### config.mk
export PLATFORM = sky130hd
export DESIGN_NAME = eacc_config
export DESIGN_NICKNAME = d
export VERILOG_FILES = /design/src/include/eacc_pkg.sv /design/src/include/eacc_edge_if.sv /design/src/hdl/eacc_config.sv /design/src/hdl/eacc_edge_det.sv
export SDC_FILE = /design/constraint.sdc
export NUM_CORES = 1
export LEC_CHECK = 0
export BUFFER_PORTS_ARGS = -buffer_cell sky130_fd_sc_hd__buf_2
export CORE_UTILIZATION = 51
export CTS_CLUSTER_DIAMETER = 150
export DETAILED_ROUTE_END_ITERATION = 7
export PLACE_DENSITY = 0.81
export SLEW_MARGIN = 30
export SYNTH_ARGS = -nofsm -noshare
export SYNTH_HDL_FRONTEND = slang
export SYNTH_HIERARCHICAL = 1
export SYNTH_SLANG_ARGS = --single-unit
### constraint.sdc
create_clock -name sys_clk -period 3 [get_ports sys_clk]
set_input_delay 0.3 -clock sys_clk [delete_from_list [all_inputs] [get_ports sys_clk]]
set_output_delay 0.3 -clock sys_clk [all_outputs]
set_load 0.05 [all_outputs]
### src/include/eacc_pkg.sv
// Package with the register map, field positions and shared types of the accumulation configuration block.
//
// Summary of operation
// Mode bit 7 reports tamper-selected current input.
// Bit 6 picks fault entry or exit event.
// Bit 5 picks reactive sign event edge.
// Bit 4 picks active sign event edge.
// Bit 3 accumulates absolute reactive power.
// Bit 2 signs reactive power by active sign.
// Bit 1 accumulates only positive active power.
// Bit 0 accumulates absolute active power.
// Gain bits 7:5 set voltage gain.
// Gain bits 2:0 set current gain.
// Gain bit 3 picks sign detection source.
// Calibration bits 5:4 choose current input.
// Calibration bit 3 grounds voltage input.
// Calibration bit 2 grounds current input.
// Software writes zero to calibration reserved bits.
// Software avoids current gain one.
// Mode and gain registers reset to zero.
// Selected sign change sets sign status flag.
// Enabled set flag raises pending interrupt.
// Successive sign samples give one event per selected sign change.
package eacc_pkg;
	localparam int ACC_W = 24;
	localparam logic [7:0] ADDR_ACCUM_MODE = 8'h0f;
	localparam logic [7:0] ADDR_GAIN = 8'h1b;
	localparam logic [7:0] ADDR_CAL_MODE = 8'h3d;
	localparam logic [7:0] ADDR_SIGN_STATUS = 8'h40;
	localparam logic [7:0] ADDR_SIGN_ENABLE = 8'h41;
	localparam logic [7:0] RESET_BYTE = 8'h00;
	localparam int B_TAMPER_IND = 7;
	localparam int B_FAULT_POL = 6;
	localparam int B_REACT_EDGE = 5;
	localparam int B_ACT_EDGE = 4;
	localparam int B_REACT_ABS = 3;
	localparam int B_REACT_SBA = 2;
	localparam int B_ACT_POS = 1;
	localparam int B_ACT_ABS = 0;
	localparam int B_SIGN_SRC = 3;
	localparam int B_V_GND = 3;
	localparam int B_I_GND = 2;
	localparam int ST_FAULT = 2;
	localparam int ST_REACT = 1;
	localparam int ST_ACT = 0;
	localparam logic [7:0] ACCUM_WMASK = 8'h7f;
	localparam logic [7:0] GAIN_WMASK = 8'hef;
	localparam logic [7:0] CAL_WMASK = 8'hff;
	localparam logic [7:0] SIGN_MASK = 8'h07;
	localparam logic [2:0] GAIN_MAX_CODE = 3'h4;
	localparam logic [1:0] SEL_FORCE_A = 2'h1;
	localparam logic [1:0] SEL_FORCE_B = 2'h2;
	typedef enum logic [1:0] {EACC_IDLE, EACC_ANSWER} eacc_bus_state_t;
	typedef struct packed {
		logic prev_sign;
		logic primed;
	} eacc_edge_t;
endpackage : eacc_pkg
### src/include/eacc_edge_if.sv
// Interface carrying one sign detector's sample, edge choice and event.
`timescale 1ns/1ns
`default_nettype none
interface eacc_edge_if;
	logic sample_valid;
	logic sample_neg;
	logic rise_select;
	logic event_pulse;
	modport det (input sample_valid, input sample_neg, input rise_select, output event_pulse);
	modport src (output sample_valid, output sample_neg, output rise_select, input event_pulse);
endinterface : eacc_edge_if
`default_nettype wire

### src/hdl/eacc_config.sv
// Accumulation, gain and channel configuration registers with sign and fault event logic.
`timescale 1ns/1ns
`default_nettype none
module eacc_config (
	input wire logic sys_clk,
	input wire logic rst,
	input wire logic [7:0] avs_address,
	input wire logic avs_read,
	input wire logic avs_write,
	input wire logic [31:0] avs_writedata,
	input wire logic [3:0] avs_byteenable,
	output logic [31:0] avs_readdata,
	output logic avs_waitrequest,
	input wire logic signed [23:0] active_power,
	input wire logic signed [23:0] reactive_power,
	input wire logic power_valid,
	input wire logic energy_pulse_active,
	input wire logic energy_pulse_reactive,
	input wire logic fault_mode,
	input wire logic tamper_use_b,
	output logic signed [23:0] active_accum_term,
	output logic signed [23:0] reactive_accum_term,
	output logic accum_term_valid,
	output logic [2:0] voltage_gain_code,
	output logic [2:0] current_gain_code,
	output logic current_input_b_sel,
	output logic voltage_input_ground,
	output logic current_input_ground,
	output logic sign_irq_pending
);
	typedef struct packed {
		eacc_pkg::eacc_bus_state_t bus;
		logic [7:0] accum_mode;
		logic [7:0] gain;
		logic [7:0] cal_mode;
		logic [7:0] sign_status;
		logic [7:0] sign_enable;
		logic [31:0] rdata;
		logic fault_prev;
		logic fault_primed;
		logic use_b;
		logic signed [23:0] act_term;
		logic signed [23:0] react_term;
		logic term_valid;
		logic irq;
	} eacc_state_t;

	eacc_state_t st_ff;
	eacc_state_t nxt_st;
	logic act_sample_valid;
	logic react_sample_valid;
	logic act_event;
	logic react_event;
	logic fault_event;
	logic [7:0] wr_byte;

	eacc_edge_if act_if();
	eacc_edge_if react_if();

	function automatic logic signed [23:0] neg24(input logic signed [23:0] v);
		neg24 = 24'(-v);
	endfunction

	function automatic logic [2:0] clamp_gain(input logic [2:0] code);
		clamp_gain = (code > eacc_pkg::GAIN_MAX_CODE) ? eacc_pkg::GAIN_MAX_CODE : code;
	endfunction

	// =====================================================
	// Sign detection sources
	// The filtered power is sampled each valid, or only on each output pulse.
	assign act_sample_valid = st_ff.gain[eacc_pkg::B_SIGN_SRC] ? energy_pulse_active : power_valid;
	assign react_sample_valid = st_ff.gain[eacc_pkg::B_SIGN_SRC] ? energy_pulse_reactive : power_valid;

	assign act_if.sample_valid = act_sample_valid;
	assign act_if.sample_neg = active_power[23];
	assign act_if.rise_select = st_ff.accum_mode[eacc_pkg::B_ACT_EDGE];
	assign react_if.sample_valid = react_sample_valid;
	assign react_if.sample_neg = reactive_power[23];
	assign react_if.rise_select = st_ff.accum_mode[eacc_pkg::B_REACT_EDGE];
	assign act_event = act_if.event_pulse;
	assign react_event = react_if.event_pulse;

	eacc_edge_det u_act_det (
		.sys_clk(sys_clk),
		.rst(rst),
		.edge_port(act_if.det)
	);

	eacc_edge_det u_react_det (
		.sys_clk(sys_clk),
		.rst(rst),
		.edge_port(react_if.det)
	);

	// Fault entry fires with polarity clear, return to normal with it set.
	assign fault_event = st_ff.fault_primed && (st_ff.fault_prev != fault_mode) &&
		(st_ff.accum_mode[eacc_pkg::B_FAULT_POL] ? !fault_mode : fault_mode);

	assign wr_byte = avs_byteenable[0] ? avs_writedata[7:0] : eacc_pkg::RESET_BYTE;

	// =====================================================
	// Next state
	always_comb begin
		logic [7:0] read_byte;
		logic [7:0] set_bits;
		logic [7:0] clr_bits;
		logic hit_write;
		read_byte = eacc_pkg::RESET_BYTE;
		set_bits = eacc_pkg::RESET_BYTE;
		clr_bits = eacc_pkg::RESET_BYTE;
		hit_write = 1'b0;
		nxt_st = st_ff;
		nxt_st.term_valid = power_valid;

		// Tamper indicator follows the channel actually in use.
		case (st_ff.cal_mode[5:4])
			eacc_pkg::SEL_FORCE_A: nxt_st.use_b = 1'b0;
			eacc_pkg::SEL_FORCE_B: nxt_st.use_b = 1'b1;
			default: nxt_st.use_b = tamper_use_b;
		endcase

		// Active accumulation term: absolute wins, then positive only.
		if (power_valid) begin
			if (st_ff.accum_mode[eacc_pkg::B_ACT_ABS]) begin
				nxt_st.act_term = active_power[23] ? neg24(active_power) : active_power;
			end else if (st_ff.accum_mode[eacc_pkg::B_ACT_POS]) begin
				nxt_st.act_term = active_power[23] ? '0 : active_power;
			end else begin
				nxt_st.act_term = active_power;
			end
			if (st_ff.accum_mode[eacc_pkg::B_REACT_ABS]) begin
				nxt_st.react_term = reactive_power[23] ? neg24(reactive_power) : reactive_power;
			end else if (st_ff.accum_mode[eacc_pkg::B_REACT_SBA]) begin
				nxt_st.react_term = active_power[23] ? neg24(reactive_power) : reactive_power;
			end else begin
				nxt_st.react_term = reactive_power;
			end
		end

		nxt_st.fault_prev = fault_mode;
		nxt_st.fault_primed = 1'b1;

		// Status flags: write one to clear, a new event wins over the clear.
		set_bits[eacc_pkg::ST_ACT] = act_event;
		set_bits[eacc_pkg::ST_REACT] = react_event;
		set_bits[eacc_pkg::ST_FAULT] = fault_event;

		case (st_ff.bus)
			eacc_pkg::EACC_IDLE: begin
				if (avs_write) begin
					nxt_st.bus = eacc_pkg::EACC_ANSWER;
				end else if (avs_read) begin
					case (avs_address)
						eacc_pkg::ADDR_ACCUM_MODE: read_byte = {st_ff.use_b, st_ff.accum_mode[6:0]};
						eacc_pkg::ADDR_GAIN: read_byte = st_ff.gain;
						eacc_pkg::ADDR_CAL_MODE: read_byte = st_ff.cal_mode;
						eacc_pkg::ADDR_SIGN_STATUS: read_byte = st_ff.sign_status;
						eacc_pkg::ADDR_SIGN_ENABLE: read_byte = st_ff.sign_enable;
						default: read_byte = eacc_pkg::RESET_BYTE;
					endcase
					nxt_st.rdata = {24'h000000, read_byte};
					nxt_st.bus = eacc_pkg::EACC_ANSWER;
				end
			end
			eacc_pkg::EACC_ANSWER: begin
				// A write lands only at the edge that completes its transfer.
				hit_write = avs_write;
				nxt_st.bus = eacc_pkg::EACC_IDLE;
			end
			default: nxt_st.bus = eacc_pkg::EACC_IDLE;
		endcase

		if (hit_write && avs_byteenable[0]) begin
			case (avs_address)
				eacc_pkg::ADDR_ACCUM_MODE: nxt_st.accum_mode = wr_byte & eacc_pkg::ACCUM_WMASK;
				eacc_pkg::ADDR_GAIN: nxt_st.gain = wr_byte & eacc_pkg::GAIN_WMASK;
				// Reserved bits are stored as written; software keeps them zero.
				eacc_pkg::ADDR_CAL_MODE: nxt_st.cal_mode = wr_byte & eacc_pkg::CAL_WMASK;
				eacc_pkg::ADDR_SIGN_STATUS: clr_bits = wr_byte & eacc_pkg::SIGN_MASK;
				eacc_pkg::ADDR_SIGN_ENABLE: nxt_st.sign_enable = wr_byte & eacc_pkg::SIGN_MASK;
				default: clr_bits = eacc_pkg::RESET_BYTE;
			endcase
		end
		nxt_st.sign_status = (st_ff.sign_status & ~clr_bits) | set_bits;
		nxt_st.irq = |(nxt_st.sign_status & nxt_st.sign_enable);
	end

	// =====================================================
	// Registers
	always_ff @(posedge sys_clk or posedge rst) begin
		if (rst) begin
			st_ff <= '0;
		end else begin
			st_ff <= nxt_st;
		end
	end

	// =====================================================
	// Outputs
	assign avs_waitrequest = (avs_read || avs_write) && (st_ff.bus != eacc_pkg::EACC_ANSWER);
	assign avs_readdata = st_ff.rdata;
	assign active_accum_term = st_ff.act_term;
	assign reactive_accum_term = st_ff.react_term;
	assign accum_term_valid = st_ff.term_valid;
	assign voltage_gain_code = clamp_gain(st_ff.gain[7:5]);
	assign current_gain_code = clamp_gain(st_ff.gain[2:0]);
	assign current_input_b_sel = st_ff.use_b;
	assign voltage_input_ground = st_ff.cal_mode[eacc_pkg::B_V_GND];
	assign current_input_ground = st_ff.cal_mode[eacc_pkg::B_I_GND];
	assign sign_irq_pending = st_ff.irq;
endmodule // eacc_config
`default_nettype wire

### src/hdl/eacc_edge_det.sv
// Sign transition detector producing one event per qualifying change.
`timescale 1ns/1ns
`default_nettype none
module eacc_edge_det (
	input wire logic sys_clk,
	input wire logic rst,
	eacc_edge_if.det edge_port
);
	eacc_pkg::eacc_edge_t st_ff;
	eacc_pkg::eacc_edge_t nxt_st;
	logic hit;

	// =====================================================
	// Edge compare
	always_comb begin
		nxt_st = st_ff;
		hit = 1'b0;
		if (edge_port.sample_valid) begin
			// Rising select fires on negative to positive, else positive to negative.
			if (st_ff.primed && (st_ff.prev_sign != edge_port.sample_neg)) begin
				hit = edge_port.rise_select ? st_ff.prev_sign : edge_port.sample_neg;
			end
			nxt_st.prev_sign = edge_port.sample_neg;
			nxt_st.primed = 1'b1;
		end
	end

	assign edge_port.event_pulse = hit;

	always_ff @(posedge sys_clk or posedge rst) begin
		if (rst) begin
			st_ff <= '0;
		end else begin
			st_ff <= nxt_st;
		end
	end
endmodule // eacc_edge_det
`default_nettype wire

==> reports/qor.txt <==
Crit start category: input port
Hold-fix buffers, CTS: 1
R2r endpoint: active_accum_term[13]
Final min period: 2030 ps
Clock group share of total power: 29.5%
Worst skew pair latency: 370 ps
Placed cell area: 5870 µm²
Via Count: 4391
Max_cap viols: 0
Post-Route WL: 12300 µm
Htree depth: 3
Layout cells sized above 1: 31.5%
Final worst path period share: 67.8%
Root buffer cell: clkbuf_8
GPL Wtd Cong: 0.888
Max VDD drop: 0.000234 V
Reg power frac: 47.3%
Critical Path Sink: reactive_accum_term[23]
GRT Total Usage: 22.6%
PD cells: 480 nW/µm²
Core area: 10500 µm²
Final WS setup: 967 ps
Post-synth top cells: 94 x dfrtp_1, 81 x buf_4, 60 x nor2_1, 39 x a21oi_1, 36 x nand2_1
Global-route wire length before repair: 20200 µm
Final instance area: 6080 µm²
Run status: finished, final reports clean
Ports: 193
Largest cells by area after synthesis: dfrtp_1 42%, buf_4 11%, mux2_2 6.3%, nor2_1 4.1%, a21oi_1 3.5%
Final Hold Fails: 0
Largest net degree at the start of global routing: 53
Number of synthesized register bits: 94
EDFF count, synth: 0
CTS max path bufs: 2
Worst Tran Pin Value: 731 ps
Setup Buffers After CTS: 0
Synth unique cells: 62
CP Launch Point: reactive_power[10]
NetSw: 1.00 mW
Rel. slew slack: 51.3%
IO buf count: 141
Sw frac: 34.4%
Max Freq: 0.492 GHz
Final Util: 58.1%
Async SR Flop Fraction: 100%
Hold Path Class: in2reg
Total grt overflow: 0
Netlist Area Pre-Place: 5550 µm²
Leakage Power: 2.87 nW
Post-route setup TNS: 0 ps
DRT iter0 DRCs: 188
HPWL Detailed: 9260 µm
Post-route DRC: 0
Pre-CTS setup slack: 578 ps
DIE HEIGHT: 106 µm
Setup CP Type: in2reg
YS warnings: 6
Mapped Cells: 584
Layout Area Growth over Synthesis: 9.42%
WHS Path Cells: 1
Antenna diode count: 0
DIE WIDTH: 106 µm
Initial Util: 53.1%
Critical-path maximum fanout: 9
Slew Viols, Final: 0
Yosys top cell by area: dfrtp_1
Vias per cell: 5.47
Pint: 1.91 mW
CTS tree: built
Critical Path AT: 2350 ps
Nets@finish: 768
FF-to-FF setup slack: 970 ps
Final setup fails: 0
Post-synth top area share: 42.4%
Clk pin slew, worst setup/hold paths: 90 ps
# clock sinks: 94
RSZ-0062 raised after global routing: no
Register-to-Register Path Depth: 4
RR Startpoint: st_ff[117]
Post-cts sizing count: 0
Count leader, synth: dfrtp_1
Die area: 11300 µm²
Final Skew: 7.51 ps
Crit. End Element: register
Antenna Nets Post-Route: 0
Drt wl/cell: 15.3 µm
Antenna violations before repair: 0
Gate power share: 23.1%
Num rows: 37
Worst path required time: 3320 ps
Most used flip-flop cell after synthesis: dfrtp_1
# fillers: 920
Total CTS buffers: 9
Syn_area_per_cell: 9.51 µm²
Vias in the first global route: 4269
Post-synthesis sequential area ratio: 42.4%
First-pass DRT Iterations: 5
Pwr Total: 2.92 mW
cells by family (layout without fill, tap and decap cells):
logic type                 count (synthesis)  in the layout  share of synthesized area (%)
DFF                                       94             94                           42.4
muxes                                     37             37                           7.41
adders and majority gates                  4              4                          0.901
AOI/OAI and AO/OA                        116            116                           14.1
other                                      2             25                          0.135
and+or+nand+nor                          187            187                           17.8
xor gates and xnor gates                  21             21                           3.31
buffers and inverters                    123            183                           13.9
per-layer routing:
layer	track usage, %	vias up	wire, µm
met3	3.25	19	606
met2	38.4	148	5900
li1	-	2106	-
met5	0	-	0
met4	9.62	0	232
met1	28.8	2118	5530
critical path, stage by stage:
cell	delay [ps]
buf_2	120
or4_1	610
nor4_4	400
nand3_1	120
nor2_1	110
ha_1	230
nor2_1	100
a21oi_1	40
o21ai_0	150
mux2_2	160
per-stage QoR:
| step | hold WS, ps | instances |
|---|---|---|
| finish | 63.1 | 803 |
| global route | 42.0 | 803 |
| CTS | 48.4 | 803 |
| detailed placement | 194 | 787 |
| global placement | 190 | 787 |
| floorplan | 41.2 | 607 |
cell type report:
class | instances | area (µm²) | area share (%)
clock buffer | 10 | 138 | 2.26
clock inverter | 5 | 60.1 | 0.988
inverter | 19 | 73.8 | 1.21
multi-input combinational | 390 | 2510 | 41.4
sequential | 94 | 2350 | 38.7
tap | 136 | 170 | 2.80
timing repair buffer | 149 | 768 | 12.6
flip-flops by register name, summed over array words and instances (netlist names):
register,cells
accum_term_valid,1
act_if.rise_select,1
active_accum_term,24
avs_readdata,8
current_input_b_sel,1
current_input_ground,1
react_if.rise_select,1
reactive_accum_term,24
sign_irq_pending,1
st_ff,27
u_act_det/st_ff,2
u_react_det/st_ff,2
voltage_input_ground,1
worst min-delay path by stage:
stage | startpoint | to | slack (ps)
5_1_grt | fault_mode | st_ff[52] | 40
2_1_floorplan | rst | u_act_det/st_ff[0] | 40
4_1_cts | fault_mode | st_ff[52] | 50
3_5_place_dp | rst | u_react_det/st_ff[1] | 190
6_report | fault_mode | st_ff[52] | 60
3_3_place_gp | rst | u_react_det/st_ff[1] | 190
power by group through the flow:
| stage | registers (mW) | clock network (mW) | logic [mW] |
|---|---|---|---|
| final | 1.38 | 0.862 | 0.674 |
| after global routing | 1.39 | 0.929 | 0.722 |
| after detailed placement | 1.41 | 0 | 0.674 |
| after floorplan | 1.40 | 0 | 0.593 |
| after global placement | 1.40 | 0 | 0.660 |
| after CTS | 1.38 | 0.880 | 0.677 |
cells in the final DEF (no fill, tap or decap), types with 5 or more instances in the layout:
master | synthesis | routed
nand2b_1 | 5 | 5
nor3_1 | 16 | 16
buf_4 | 81 | 7
or3_1 | 10 | 10
dfrtp_1 | 94 | 94
nand3b_1 | 7 | 7
o211ai_1 | 9 | 9
inv_1 | 19 | 18
nor2_1 | 60 | 60
a21oi_1 | 39 | 39
nand3_1 | 9 | 9
a31oi_1 | 17 | 17
nand2_1 | 36 | 36
a22o_1 | 9 | 9
conb_1 | 2 | 25
clkbuf_8 | 0 | 10
nor2b_1 | 6 | 6
buf_2 | 0 | 141
xnor2_1 | 21 | 21
o21ai_0 | 9 | 9
mux2_2 | 31 | 31
(Power assumes the default switching activity.)
